`src/design/srctl_pkg.sv`:
```
// srctl_pkg: constants and types shared by the system reset control block.
// assumes a single 10 MHz core clock; the watchdog pulse count derives from that rate.
package srctl_pkg;

    // ------------------------------------------------------------------
    // clock and timing
    // ------------------------------------------------------------------
    localparam longint CLK_HZ         = 64'd10_000_000;
    localparam longint WDT_PULSE_MS   = 64'd200;
    // least time: round up to whole cycles
    localparam longint WDT_PULSE_CYC  = (WDT_PULSE_MS * CLK_HZ + 64'd999) / 64'd1000;
    localparam int     EXT_MIN_CYCLES = 256;

    // ------------------------------------------------------------------
    // widths and reset values
    // ------------------------------------------------------------------
    localparam int   PULSE_CNT_W  = 21;
    localparam int   LOW_CNT_W    = 9;
    localparam int   PIN_OUT_W    = 8;
    localparam int   OD_PIN_W     = 4;
    localparam int   SYNC_STAGES  = 2;
    localparam logic PIN_IDLE_VAL = 1'b1;   // reset pin reads high when idle

    // ------------------------------------------------------------------
    // reset sequencer states
    // ------------------------------------------------------------------
    typedef enum logic [2:0] {
        ST_RUN = 3'b001,
        ST_EXT = 3'b010,
        ST_WDT = 3'b100
    } srctl_state_t;

endpackage

```
`src/design/srctl_sync.sv`:
```
// srctl_sync: multi-stage level synchroniser for an asynchronous pin.
// assumes the input may change at any time relative to core_clk.
`timescale 1ns/10ps

module srctl_sync
    import srctl_pkg::*;
#(
    parameter int   STAGES    = SYNC_STAGES,
    parameter logic RESET_VAL = PIN_IDLE_VAL
) (
    input  wire logic core_clk,   // core clock
    input  wire logic reset,      // synchronous reset, active high
    input  wire logic asyncIn,    // asynchronous level
    output logic      syncOut     // level on core_clk
);

    // ------------------------------------------------------------------
    // elaboration checks
    // ------------------------------------------------------------------
    if (STAGES < 2) begin : g_bad_stages
        $error("srctl_sync needs at least two stages");
    end

    logic [STAGES-1:0] chain;
    logic [STAGES-1:0] next_chain;

    // first stage feeds only the second; nothing else taps it
    always_comb begin
        next_chain = {chain[STAGES-2:0], asyncIn};
        if (reset) begin
            next_chain = {STAGES{RESET_VAL}};
        end
    end

    always_ff @(posedge core_clk) begin
        chain <= next_chain;
    end

    assign syncOut = chain[STAGES-1];

endmodule

```
`src/design/srctl_reset_control.sv`:
```
// srctl_reset_control: system reset sequencer for the controller.
// assumes the reset pin is asynchronous and wdtExpire is a core_clk pulse.
//
// How it works
// - low reset pin holds all blocks reset
// - outputs tri-stated throughout the reset state
// - open-drain pins released throughout reset state
// - watchdog expiry drives reset out 200ms+
`timescale 1ns/10ps

module srctl_reset_control
    import srctl_pkg::*;
#(
    parameter int unsigned WDT_PULSE_CYCLES = int'(WDT_PULSE_CYC),
    parameter int          CNT_W            = PULSE_CNT_W,
    parameter int          OUT_W            = PIN_OUT_W,
    parameter int          OD_W             = OD_PIN_W
) (
    input  wire logic             core_clk,        // core clock, 10 MHz
    input  wire logic             reset,           // power-on reset, active high
    input  wire logic             sysResetInN,     // board reset pin, active low
    input  wire logic             wdtExpire,       // watchdog expired, one pulse
    input  wire logic [OUT_W-1:0] funcPinOe,       // output enables from blocks
    input  wire logic [OD_W-1:0]  funcOdPullLow,   // open-drain pull-low requests
    output logic [OUT_W-1:0]      pinOe,           // pad output enables
    output logic [OD_W-1:0]       odPinOe,         // open-drain pad enables
    output logic                  blockReset,      // reset to cpu and blocks
    output logic                  wdtResetOut,     // watchdog reset output
    output logic                  extResetShort    // reset pin pulse too short
);

    // ------------------------------------------------------------------
    // elaboration checks
    // ------------------------------------------------------------------
    if (WDT_PULSE_CYCLES < 1 || longint'(WDT_PULSE_CYCLES) >= (64'd1 << CNT_W))
    begin : g_bad_pulse
        $error("watchdog pulse count does not fit the counter");
    end
    if (OUT_W < 1 || OD_W < 1) begin : g_bad_width
        $error("pin groups need at least one pin");
    end

    // ------------------------------------------------------------------
    // reset pin synchroniser
    // ------------------------------------------------------------------
    logic pinSync;
    logic extLow;

    srctl_sync #(
        .STAGES    (SYNC_STAGES),
        .RESET_VAL (PIN_IDLE_VAL)
    ) u_pin_sync (
        .core_clk (core_clk),
        .reset    (reset),
        .asyncIn  (sysResetInN),
        .syncOut  (pinSync)
    );

    assign extLow = ~pinSync;

    // ------------------------------------------------------------------
    // sequencer state and watchdog pulse
    // ------------------------------------------------------------------
    srctl_state_t       state;
    srctl_state_t       next_state;
    logic [CNT_W-1:0]   pulseCnt;
    logic [CNT_W-1:0]   next_pulseCnt;
    logic               next_blockReset;
    logic               next_wdtResetOut;
    logic               wdtStart;

    // a timer that is itself held in reset cannot legally expire
    assign wdtStart = wdtExpire && (state == ST_RUN) && !extLow && (pulseCnt == '0);

    always_comb begin
        next_state    = state;
        next_pulseCnt = pulseCnt;
        if (wdtStart) begin
            next_pulseCnt = CNT_W'(WDT_PULSE_CYCLES);
        end else if (pulseCnt != '0) begin
            // runs on through a pin reset so only the reset input can cut the pulse short
            next_pulseCnt = pulseCnt - CNT_W'(1);
        end
        case (state)
            ST_RUN: begin
                if (extLow) begin
                    next_state = ST_EXT;
                end else if (wdtStart) begin
                    next_state = ST_WDT;
                end
            end
            ST_EXT: begin
                if (!extLow && next_pulseCnt != '0) begin
                    // pin let go mid-pulse: blocks stay down until it ends
                    next_state = ST_WDT;
                end else if (!extLow) begin
                    next_state = ST_RUN;
                end
            end
            ST_WDT: begin
                if (extLow) begin
                    next_state = ST_EXT;
                end else if (next_pulseCnt == '0) begin
                    next_state = ST_RUN;
                end
            end
            default: begin
                next_state = ST_EXT;
            end
        endcase
        if (reset) begin
            next_state    = ST_EXT;
            next_pulseCnt = '0;
        end
        // one flop drives every block, so all leave reset together
        next_blockReset  = reset || (next_state != ST_RUN);
        next_wdtResetOut = !reset && (next_pulseCnt != '0);
    end

    always_ff @(posedge core_clk) begin
        state       <= next_state;
        pulseCnt    <= next_pulseCnt;
        blockReset  <= next_blockReset;
        wdtResetOut <= next_wdtResetOut;
    end

    // ------------------------------------------------------------------
    // pad gating
    // ------------------------------------------------------------------
    always_comb begin
        pinOe   = funcPinOe & {OUT_W{~blockReset}};
        odPinOe = funcOdPullLow & {OD_W{~blockReset}};
    end

    // ------------------------------------------------------------------
    // reset pin width monitor
    // ------------------------------------------------------------------
    // flags a board that violates the minimum hold; reset still obeyed
    logic [LOW_CNT_W-1:0] lowCnt;
    logic [LOW_CNT_W-1:0] next_lowCnt;
    logic                 next_extResetShort;

    always_comb begin
        next_lowCnt        = '0;
        next_extResetShort = 1'b0;
        if (extLow) begin
            next_lowCnt = lowCnt;
            if (lowCnt < LOW_CNT_W'(EXT_MIN_CYCLES)) begin
                next_lowCnt = lowCnt + LOW_CNT_W'(1);
            end
        end else if (lowCnt != '0 && lowCnt < LOW_CNT_W'(EXT_MIN_CYCLES)) begin
            next_extResetShort = 1'b1;
        end
        if (reset) begin
            next_lowCnt        = '0;
            next_extResetShort = 1'b0;
        end
    end

    always_ff @(posedge core_clk) begin
        lowCnt        <= next_lowCnt;
        extResetShort <= next_extResetShort;
    end

    // ------------------------------------------------------------------
    // assertions
    // ------------------------------------------------------------------
    logic [31:0] hiCnt;
    logic [31:0] next_hiCnt;

    always_comb begin
        next_hiCnt = '0;
        if (wdtResetOut && !reset) begin
            next_hiCnt = hiCnt + 32'd1;
        end
    end

    always_ff @(posedge core_clk) begin
        hiCnt <= next_hiCnt;
    end
endmodule

```
`config.mk`:
```
export PLATFORM = sky130hd
export DESIGN_NAME = srctl_reset_control
export DESIGN_NICKNAME = d
export VERILOG_FILES = /design/src/design/srctl_pkg.sv /design/src/design/srctl_sync.sv /design/src/design/srctl_reset_control.sv
export SDC_FILE = /design/constraint.sdc
export NUM_CORES = 1
export LEC_CHECK = 0
export BUFFER_PORTS_ARGS = -buffer_cell sky130_fd_sc_hd__buf_2
export CORE_MARGIN = 3
export CORE_UTILIZATION = 51
export DETAILED_ROUTE_END_ITERATION = 12
export GPL_TIMING_DRIVEN = 0
export PLACE_DENSITY = 0.73
export SYNTH_ARGS = -nofsm -noshare
export SYNTH_HDL_FRONTEND = slang
export SYNTH_HIERARCHICAL = 1
export SYNTH_SLANG_ARGS = --single-unit
```
`constraint.sdc`:
```
create_clock -name core_clk -period 2.7 [get_ports core_clk]
set_input_delay 0.27 -clock core_clk [delete_from_list [all_inputs] [get_ports core_clk]]
set_output_delay 0.27 -clock core_clk [all_outputs]
set_load 0.03 [all_outputs]
```
==> implementation parameters, run 1 <==
Parameter                              Value

STA
  Clock tree skew after final layout    4.681 ps
  Final number of max-transition violations    0
  Final setup violating endpoints    0
  Headroom to the max-slew limit    0.6627
  Period utilisation layout    0.9877
  Final worst setup slack    33.29 ps
  Setup TNS after final layout    0 ps
  Hold violation count in the final report    0
  Min Clock Period, post-route    2667 ps
  Transition time of the tightest slew-check pin    506.0 ps
  Fmax    375.0 MHz

Routing
  Detailed-route wire length    4.684 mm
  WL/cell    14.11 um
  Remaining design rule violation count    0
  Routed via count    1840
  First-pass iteration count of the detailed router    4
  Via density per instance    5.542
  DRC marker count from the first detailed-route iteration    139
  Antenna Nets Post-Route    0

Finish
  Commonest non-fill, non-tap cells in the layout    sky130_fd_sc_hd__dfxtp_1, sky130_fd_sc_hd__buf_2, sky130_fd_sc_hd__nor2_1
  Leading cell type in the layout, fill and taps excluded    sky130_fd_sc_hd__dfxtp_1
  Core Util, Final    0.6773
  Final antenna diode count    0
  Area growth, synth to finish    21.70%
  Total Nets Final    304
  Fraction of final layout cells with drive strength greater than 1    0.2852

Global routing
  Vias in the first global route    1628
  First-pass GRT wire length    7.514 mm
  Sum of overflow across all layers after global routing    0
  GRT Overall Usage    0.1840
  Largest net degree at the start of global routing    12
  Number of antenna violations at the first check in global routing    0

Floorplanning
  Die height    70.85 um
  Die width    70.85 um
  Number of placed I/O pins    31
  Full die area    5019 um^2
  Core region area    3854 um^2
  Starting utilization of the core area    0.5565
  Row cnt    22

Power
  Overall power of the completed layout    2.606 mW
  Peak supply drop    0.5366 mV
  Standby leakage power    1.013 nW
  PD cells    998.3 nW/um^2

Setup path
  Kind of critical path    reg2reg
  Launch instance of the worst register-to-register path    pulseCnt[0]$_DFF_P_
  Worst endpoint required time    2890 ps
  Element type at the critical path start    flop
  Largest fanout on the critical path    7
  Reg2Reg Setup Slack    30 ps
  Endpoint of the most critical register-to-register path    wdtResetOut$_DFF_P_
  Worst Setup End Kind    flop
  Count of cells along the worst register-to-register path    9
  Arrival @ worst endpoint    2850 ps

Yosys
  Cell type with the largest total area after synthesis    sky130_fd_sc_hd__dfxtp_1
  Number of synthesized register bits    38
  Post-synthesis compound-gate area fraction    0.1225
  Post-Syn Instances    238
  Largest cells by area after synthesis    sky130_fd_sc_hd__dfxtp_1, sky130_fd_sc_hd__xnor2_1, sky130_fd_sc_hd__xor2_1, sky130_fd_sc_hd__nor2_1, sky130_fd_sc_hd__nor2b_1
  Xor/xnor share of the synthesized area    0.09802
  Sequential area share after synthesis    0.3547
  Fraction of post-synthesis cell area in the top cell type by area    0.3547
  Number of warning messages in the yosys log    6
  Mux share of post-synthesis cell area    0.004667
  Synthesized netlist net count    258
  Dominant combinational cell family by area after synthesis    simple AND/OR/NAND/NOR gates
  Mapped cell area    2145 um^2
  Post-synthesis adder-cell area fraction    0.02334
  Mean area per synthesized cell    9.011 um^2
  Area fraction in and, or, nand and nor cells after synthesis    0.3471
  Synth cell types    56

Min path
  Worst hold endpoint    u_pin_sync/chain[0]$_SDFF_PP1_
  Min-Delay Path Depth    2
  Hold path start    sysResetInN
  Hold Path Class    in2reg

Clocking
  Buffer type at the clock tree root    sky130_fd_sc_hd__clkbuf_8
  Number of clock buffers inserted by TritonCTS    5
  Clock Tree Buf Depth    2
  CTS HTree Levels    2
  Sinks on Clock Net    38
  Clock insertion delay at the later pin of the skew report    290 ps
  CTS tree    done
  Clock transition time at the flip-flop clock pins of the worst setup and hold paths    70 ps

Job
  Max-cap violation count    0

Run status
  Outcome    complete, no violations

Place
  Worst setup slack before clock tree synthesis    -356.7 ps
  HPWL reported at the end of detailed placement    3.200 mm
  PortBufs    30
  Routability cong.    0.8224
[state kept, by name, summed over array words and instances (netlist names)]
name / count
blockReset: 1
pulseCnt: 21
u_pin_sync/chain: 2
lowCnt: 9
extResetShort: 1
state: 3
wdtResetOut: 1
[Yosys cell counts (all sizes together)]
cell / instances
and2: 1
nand3: 5
dfxtp: 38
a211oi: 1
clkbuf: 6
nand2: 10
nand2b: 1
or3b: 1
nor4: 9
or3: 7
buf: 5
o21ai: 8
a311oi: 1
a21oi: 12
o221a: 1
inv: 5
mux2i: 1
nand3b: 3
or2: 5
xnor2: 12
nor3b: 4
ha: 4
nor2b: 14
nand4: 4
o31ai: 4
a41oi: 2
nor3: 8
a221oi: 1
o21a: 5
nor2: 28
o21ba: 1
xor2: 12
or4b: 1
nand4b: 4
a31oi: 1
or4: 3
and3: 3
a21boi: 1
nor4b: 5
dlygate4sd1: 1
[critical path: stages (launching register included)]
cell and delay, ps:
sky130_fd_sc_hd__dfxtp_4 380, sky130_fd_sc_hd__inv_4 90, sky130_fd_sc_hd__ha_4 170, sky130_fd_sc_hd__or3b_2 510
sky130_fd_sc_hd__nor2_1 120, sky130_fd_sc_hd__nor4b_2 300, sky130_fd_sc_hd__xnor2_1 200, sky130_fd_sc_hd__a21oi_1 120
sky130_fd_sc_hd__or4_1 500, sky130_fd_sc_hd__o21a_1 170
[through the flow]
step,instances,area (um^2),hold slack (ps)
after floorplan,238,2163,349.3
after global placement,316,2374,384.4
after detailed placement,316,2374,397.1
after CTS,327,2541,155.7
after global routing,332,2610,154.9
final,332,2610,162.7
[area by class of cell]
type	count	area, um^2
buffer	12	88.84
clock buffer	6	82.58
clock inverter	1	30.03
fill	307	1244
inverter	5	23.77
multi-input combinational	183	1341
sequential	38	765.7
tap	48	60.06
timing repair buffer	39	217.7
[report_power, final]
group	internal (mW)	switching [mW]	leakage, nW
sequential	0.666	0.116	0.312
clock	0.295	0.192	0.0573
combinational	0.619	0.717	0.644
total	1.58	1.02	1.01
[per-layer routing]
metal / track usage / wire, um / vias up
met5: 0 / 0 / -
met4: 0.05219 / 65 / 0
met3: 0.05966 / 370 / 7
met2: 0.2801 / 2125 / 55
met1: 0.2502 / 2123 / 837
li1: - / - / 941
[what timing repair did]
action                                  4_1_cts  5_1_grt
hold buffers                                  0        0
pin swaps                                     2        6
buffers inserted                              4        5
endpoints found under the setup margin        3        3
gates resized for setup                       8        8
[worst max path at each step]
stage / endpoint / depth (start not counted) / slack (ps) / from
final: wdtResetOut$_DFF_P_ / 9 / 30 / pulseCnt[0]$_DFF_P_
after floorplan: wdtResetOut$_DFF_P_ / 9 / 10 / pulseCnt[0]$_DFF_P_
after CTS: wdtResetOut$_DFF_P_ / 8 / -50 / pulseCnt[5]$_DFF_P_
after global placement: wdtResetOut$_DFF_P_ / 9 / -390 / pulseCnt[0]$_DFF_P_
after detailed placement: wdtResetOut$_DFF_P_ / 9 / -360 / pulseCnt[0]$_DFF_P_
after global routing: wdtResetOut$_DFF_P_ / 9 / -40 / pulseCnt[0]$_DFF_P_
[logic make-up after synthesis]
logic type	Yosys count
buffers and inverters	17
AO/OA/AOI/OAI	38
XOR/XNOR	24
AND/OR/NAND/NOR	116
flip-flops	38
adder cells (fa/ha/maj)	4
multiplexers	1
Note: power is estimated with default switching activity, not from simulation.
==> run 2: changes to the inputs <==
--- a/config.mk
+++ b/config.mk
@@ -5,10 +5,10 @@
 export SDC_FILE = /design/constraint.sdc
 export NUM_CORES = 1
 export LEC_CHECK = 0
-export BUFFER_PORTS_ARGS = -buffer_cell sky130_fd_sc_hd__buf_2
 export CORE_MARGIN = 3
-export CORE_UTILIZATION = 51
+export CORE_UTILIZATION = 57
 export DETAILED_ROUTE_END_ITERATION = 12
+export DONT_BUFFER_PORTS = 1
 export GPL_TIMING_DRIVEN = 0
 export PLACE_DENSITY = 0.73
 export SYNTH_ARGS = -nofsm -noshare
==> run 2 against run 1 <==
Net effect:
- via count shrank 0.87%
- total power down 1.3%
- sequential power is 1% higher
- highest routed layer unchanged
- register-to-register slack better by 40 ps
- non-clock buffer count fell by 27
- critical path type unchanged
- routed wire length grew 1.3%
- maximum frequency increased by 1.7%
==> implementation parameters, run 2 (synthesis results as in run 1) <==
Parameter                              Value

Setup path
  Endpoint of the most critical register-to-register path    wdtResetOut$_DFF_P_
  Library cell appearing most often on the critical path    sky130_fd_sc_hd__or4_1
  Largest delay contributor family on the critical path    simple AND/OR/NAND/NOR gates
  Count of cells along the worst register-to-register path    8 (-1)
  Series of cell instances along the critical path    buf_2 > nor3_4 > nand3_4 > o31ai_4 > a21oi_2 > or4_1 > or4_1 > o21a_1
  Worst Setup EP    wdtResetOut$_DFF_P_
  Reg2Reg Setup Slack    80 ps (+40 ps)
  Worst Setup End Kind    flop
  Biggest cell delay along the critical path    500 ps (about the same)
  Critical Path Start    pulseCnt[5]$_DFF_P_
  Arrival @ worst endpoint    2810 ps (-40 ps)
  Element type at the critical path start    flop
  Crit. path cell count    8 (-1)
  Worst endpoint required time    2890 ps (about the same)
  Largest fanout on the critical path    7 (unchanged)
  Worst Path Buf+Inv    1 (unchanged)
  Launch instance of the worst register-to-register path    pulseCnt[5]$_DFF_P_
  Slowest library cell on the worst path    sky130_fd_sc_hd__or4_1
  Kind of critical path    reg2reg

Power
  Cell-internal power    1.517 mW (-4.0%)
  Clock group share of total power    0.159 (-0.028)
  PD cells    1040 nW/um^2 (+4.2%)
  Overall power of the completed layout    2.573 mW (-1.3%)
  P_sw    1.055 mW (+3.0%)
  Switching share of power    0.4102 (+0.01691)
  Peak supply drop    0.5890 mV (+9.8%)
  Comb pwr share    0.533 (+0.020)
  Standby leakage power    0.8832 nW (-13%)
  Sequential Power Share    0.308 (+0.008)

Place
  PortBufs    0 (-100%)
  HPWL reported at the end of detailed placement    3.460 mm (+8.1%)
  Routability cong.    0.8494 (+3.3%)
  Worst setup slack before clock tree synthesis    -402.0 ps (-45.39 ps)
  Cells after DPL    284 (-10%)

Routing
  Routed via count    1824 (-0.87%)
  First-pass iteration count of the detailed router    4 (unchanged)
  WL/cell    15.61 um (+11%)
  Via density per instance    6.000 (+8.3%)
  DRC marker count from the first detailed-route iteration    102 (-27%)
  Antenna Nets Post-Route    0 (unchanged)
  Detailed-route wire length    4.745 mm (+1.3%)
  Remaining design rule violation count    0 (unchanged)

STA
  Setup TNS after final layout    0 ps (unchanged)
  Clock tree skew after final layout    11.63 ps (+6.951 ps)
  Final worst setup slack    77.22 ps (+43.93 ps)
  Worst hold slack    47.22 ps (-115.5 ps)
  Transition time of the tightest slew-check pin    605.2 ps (+99.21 ps)
  Hold violation count in the final report    0 (unchanged)
  Min Clock Period, post-route    2623 ps (-43.93 ps)
  Unrepaired setup endpoints after global routing    true
  Final setup violating endpoints    0 (unchanged)
  Final number of max-transition violations    0 (unchanged)
  Period utilisation layout    0.9714 (-0.01627)
  Fmax    381.3 MHz (+1.7%)
  Headroom to the max-slew limit    0.5957 (-0.06697)

Finish
  Cell Count, Final, Fillers Out    304 (-8.4%)
  Total Nets Final    277 (-8.9%)
  Top flop regs    pulseCnt (21), lowCnt (9), state (3)
  Area of all sequential standard cells    768.2 um^2 (+0.33%)
  Fraction of final layout cells with drive strength greater than 1    0.2132 (-0.07203)
  Multi-input gate area in the final layout    1350 um^2 (+0.65%)
  Final antenna diode count    0 (unchanged)
  Area growth, synth to finish    15.34%
  Filler cell count in the final layout    278 (-9.4%)
  Register name with the most flops    pulseCnt
  Leading cell type in the layout, fill and taps excluded    sky130_fd_sc_hd__dfxtp_1
  Flip-flop count of the largest register, all copies and words added    21 (unchanged)
  Commonest non-fill, non-tap cells in the layout    sky130_fd_sc_hd__dfxtp_1, sky130_fd_sc_hd__nor2_1, sky130_fd_sc_hd__nor2b_1

Run status
  Outcome    complete, no violations

Clocking
  Buffer type at the clock tree root    sky130_fd_sc_hd__clkbuf_8
  CTS tree    done
  Clock transition time at the flip-flop clock pins of the worst setup and hold paths    80 ps (about the same)
  Post-cts hold buffer count    0 (unchanged)
  CTS HTree Levels    2 (unchanged)
  Number of clock buffers inserted by TritonCTS    5 (unchanged)
  Clock Tree Buf Depth    2 (unchanged)
  Clock insertion delay at the later pin of the skew report    290 ps (about the same)
  Sinks on Clock Net    38 (unchanged)

Floorplanning
  Full die area    4535 um^2 (-9.6%)
  Core region area    3468 um^2 (-10%)
  Starting utilization of the core area    0.6183 (+0.06183)
  Die height    67.34 um (-4.9%)
  Die width    67.34 um (-4.9%)
  Number of placed I/O pins    31 (unchanged)
  Row cnt    21 (-4.5%)

Job
  Max-cap violation count    0 (unchanged)

Global routing
  First-pass GRT wire length    7.741 mm (+3.0%)
  Vias in the first global route    1737 (+6.7%)
  Sum of overflow across all layers after global routing    0 (unchanged)
  Number of antenna violations at the first check in global routing    0 (unchanged)
  GRT Overall Usage    0.2263 (+0.04237)
  Largest net degree at the start of global routing    13 (+1)

Min path
  Hold Path Class    in2reg
run 2: what timing repair did:
| action | in CTS | in global routing |
|---|---|---|
| endpoints found under the hold margin | 0 | 0 |
| buffers inserted | 9 | 3 |
| setup endpoints to repair | 3 | 4 |
| resized for setup | 15 | 3 |
| pin swaps | 4 | 6 |
run 2: metal layers:
layer  vias to the layer above  track usage  part of all wire
met3                        13      0.05491             0.059
met1                       847       0.2778              0.45
li1                        887            -                 -
met5                         -            0                 0
met2                        77       0.3804              0.48
met4                         0      0.08861             0.016
run 2: worst register-to-register path, delay by kind of cell, from the launching register on:
family,cells,cell delay (ps)
AOI/OAI and AO/OA,3,570
buffers and inverters,1,170
and+or+nand+nor,4,1470
DFF,1,300
run 2: area by class of cell:
cell class / instances / area share
timing repair buffer: 12 / 0.03642
inverter: 5 / 0.009611
sequential: 38 / 0.3106
buffer: 12 / 0.03591
multi-input combinational: 183 / 0.5458
tap: 46 / 0.02327
clock inverter: 2 / 0.005058
clock buffer: 6 / 0.03338
run 2: how the worst min path moves through the flow:
stage,from,end,cells past startpoint
2_1_floorplan,reset,extResetShort$_SDFF_PP0_,1
3_3_place_gp,reset,extResetShort$_SDFF_PP0_,1
3_5_place_dp,reset,extResetShort$_SDFF_PP0_,1
4_1_cts,reset,extResetShort$_SDFF_PP0_,1
5_1_grt,reset,extResetShort$_SDFF_PP0_,1
6_report,reset,extResetShort$_SDFF_PP0_,1
run 2: power groups by stage:
| stage | combinational (mW) | clock (mW) | sequential, mW |
|---|---|---|---|
| global placement | 1.12 | 0 | 0.785 |
| detailed placement | 1.15 | 0 | 0.792 |
| floorplan | 0.960 | 0 | 0.765 |
| global route | 1.49 | 0.438 | 0.804 |
| finish | 1.37 | 0.409 | 0.792 |
| CTS | 1.31 | 0.414 | 0.782 |
run 2: through the flow:
step / area, um^2 / utilization
3_5_place_dp: 2221 / 0.6403
6_report: 2474 / 0.7132
3_3_place_gp: 2221 / 0.6403
2_1_floorplan: 2163 / -
4_1_cts: 2437 / 0.7027
5_1_grt: 2474 / 0.7132
==> run 3: changes to the inputs <==
--- a/config.mk
+++ b/config.mk
@@ -5,7 +5,7 @@
 export SDC_FILE = /design/constraint.sdc
 export NUM_CORES = 1
 export LEC_CHECK = 0
-export CORE_MARGIN = 3
+export CORE_ASPECT_RATIO = 1.25
 export CORE_UTILIZATION = 57
 export DETAILED_ROUTE_END_ITERATION = 12
 export DONT_BUFFER_PORTS = 1
==> run 3 against run 2 <==
Net effect:
- largest cell class unchanged
- largest power group unchanged
- critical path depth is the same
- the run now ends with setup timing left
- combinational power up 3%
- utilization decreased by 0.91 points
==> implementation parameters, run 3 (synthesis results as in run 1) <==
Parameter                              Value

Run status
  Outcome    finished with violations
  Violated checks    setup timing

STA
  Hold violation count in the final report    0 (unchanged)
  Fmax    367.3 MHz (-3.7%)
  Final number of max-transition violations    0 (unchanged)
  Final worst setup slack    -22.30 ps (-99.52 ps)
  Headroom to the max-slew limit    0.6083 (+0.01263)
  Min Clock Period, post-route    2722 ps (+99.52 ps)
  Clock tree skew after final layout    9.741 ps (-1.891 ps)
  Period utilisation layout    1.008 (+0.03686)
  Setup TNS after final layout    -22.30 ps (-22.30 ps)
  Transition time of the tightest slew-check pin    586.3 ps (-18.90 ps)
  Final setup violating endpoints    1 (+1)
  Unrepaired setup endpoints after global routing    true
  Worst hold slack    46.90 ps (-0.3126 ps)

Setup path
  Biggest cell delay along the critical path    490 ps (about the same)
  Count of cells along the worst register-to-register path    8 (unchanged)
  Reg2Reg Setup Slack    -20 ps (-100 ps)
  Critical Path Start    pulseCnt[2]$_DFF_P_
  Largest fanout on the critical path    10 (+3)
  Slowest library cell on the worst path    sky130_fd_sc_hd__nor4_2
  Worst Setup End Kind    flop
  Series of cell instances along the critical path    buf_6 > nor4_2 > nand4_1 > o31ai_1 > o221a_2 > a41oi_1 > or2_1 > o21a_1
  Launch instance of the worst register-to-register path    pulseCnt[2]$_DFF_P_
  Arrival @ worst endpoint    2900 ps (+90 ps)
  Element type at the critical path start    flop
  Kind of critical path    reg2reg
  Worst endpoint required time    2880 ps (about the same)

Floorplanning
  Starting utilization of the core area    0.6052 (-0.01310)
  Row cnt    24 (+14%)
  Number of placed I/O pins    31 (unchanged)
  Core region area    3543 um^2 (+2.2%)
  Full die area    4013 um^2 (-12%)
  Die height    70.58 um (+4.8%)
  Die width    56.86 um (-16%)

Routing
  Routed via count    1786 (-2.1%)
  DRC marker count from the first detailed-route iteration    101 (-0.98%)
  Remaining design rule violation count    0 (unchanged)
  Antenna Nets Post-Route    0 (unchanged)
  Via density per instance    5.953 (-0.78%)
  Detailed-route wire length    4.843 mm (+2.1%)
  First-pass iteration count of the detailed router    4 (unchanged)
  WL/cell    16.14 um (+3.4%)

Place
  Routability cong.    0.8347 (-1.7%)
  Cell area after placement    2212 um^2 (-0.39%)
  HPWL reported at the end of detailed placement    3.196 mm (-7.6%)
  PortBufs    0 (unchanged)

Power
  Overall power of the completed layout    2.612 mW (+1.5%)
  PD cells    1047 nW/um^2 (+0.66%)
  Standby leakage power    0.9016 nW (+2.1%)
  Peak supply drop    0.4851 mV (-18%)

Clocking
  CTS HTree Levels    2 (unchanged)
  CTS tree    done
  Post-cts hold buffer count    0 (unchanged)
  Clock insertion delay at the later pin of the skew report    290 ps (about the same)
  Sinks on Clock Net    38 (unchanged)
  Number of clock buffers inserted by TritonCTS    5 (unchanged)
  Clock Tree Buf Depth    2 (unchanged)
  Buffer type at the clock tree root    sky130_fd_sc_hd__clkbuf_8
  Clock transition time at the flip-flop clock pins of the worst setup and hold paths    80 ps (about the same)

Finish
  Leading cell type in the layout, fill and taps excluded    sky130_fd_sc_hd__dfxtp_1
  Commonest non-fill, non-tap cells in the layout    sky130_fd_sc_hd__dfxtp_1, sky130_fd_sc_hd__nor2_1, sky130_fd_sc_hd__buf_4
  Multi-input gate area in the final layout    1361 um^2 (+0.83%)
  Final antenna diode count    0 (unchanged)
  Fraction of final layout cells with drive strength greater than 1    0.2184 (+0.005213)
  Register name with the most flops    pulseCnt
  Total non-filler cell area in the finished layout    2495 um^2 (+0.86%)
  Flip-flop count of the largest register, all copies and words added    21 (unchanged)
  Core Util, Final    0.7041 (-0.009107)
  Area of all sequential standard cells    768.2 um^2 (unchanged)
  Filler cell count in the final layout    288 (+3.6%)
  Area growth, synth to finish    16.34%
  Top flop regs    pulseCnt (21), lowCnt (9), state (3)
  Total Nets Final    280 (+1.1%)

Min path
  Min-Delay Path Depth    1 (unchanged)
  Hold Path Class    in2reg
  Hold path start    reset

Global routing
  Sum of overflow across all layers after global routing    0 (unchanged)
  Vias in the first global route    1609 (-7.4%)
  First-pass GRT wire length    7.541 mm (-2.6%)
  GRT Overall Usage    0.2430 (+0.01668)
  Number of antenna violations at the first check in global routing    0 (unchanged)
  Largest net degree at the start of global routing    12 (-1)

Job
  Max-cap violation count    0 (unchanged)
==> run 3: metal layers <==
layer	vias to the layer above	wire, um	global-route usage
met3	14	169	0.04570
met4	0	159	0.1030
li1	894	-	-
met2	45	2534	0.4193
met1	833	1980	0.2951
met5	-	0	0
==> run 3: timing repair <==
item / in CTS / in global routing
setup endpoints to repair: 3 / 3
buffers inserted: 3 / 12
resized for setup: 10 / 10
endpoints found under the hold margin: 0 / 0
pin swaps: 2 / 9
==> run 3: area by class of cell <==
cell class	instances	share of cell area
inverters	5	0.009529
flip-flops and latches	38	0.3079
well taps	39	0.01956
plain buffers	12	0.03561
repair buffers	15	0.04514
clock buffers	7	0.03460
clock inverters	1	0.002006
multi-input cells	183	0.5456
==> run 3: metrics by stage <==
step | setup WS [ps] | instances
floorplan | 12.70 | 238
global placement | -326.9 | 277
detailed placement | -334.5 | 277
CTS | -49.37 | 288
global route | -116.8 | 300
finish | -22.30 | 300
==> run 3: path summary, 6_finish.rpt <==
check                                                 endpoint
worst max-delay path                        blockReset$_DFF_P_
worst max register to register              blockReset$_DFF_P_
worst min-delay path                  extResetShort$_SDFF_PP0_
worst min register to register  u_pin_sync/chain[1]$_SDFF_PP1_
==> run 3: critical path, delay by kind of cell (launching register included) <==
kind,cells,cell delay [ps]
AO/OA/AOI/OAI,4,1050
flip-flops,1,310
buffers and inverters,1,140
AND/OR/NAND/NOR,3,1110
==> run 3: report_power, final <==
| group | total (mW) | switching [mW] | internal (mW) |
|---|---|---|---|
| Clock | 0.409 | 0.203 | 0.206 |
| Combinational | 1.41 | 0.739 | 0.667 |
| Sequential | 0.797 | 0.128 | 0.669 |
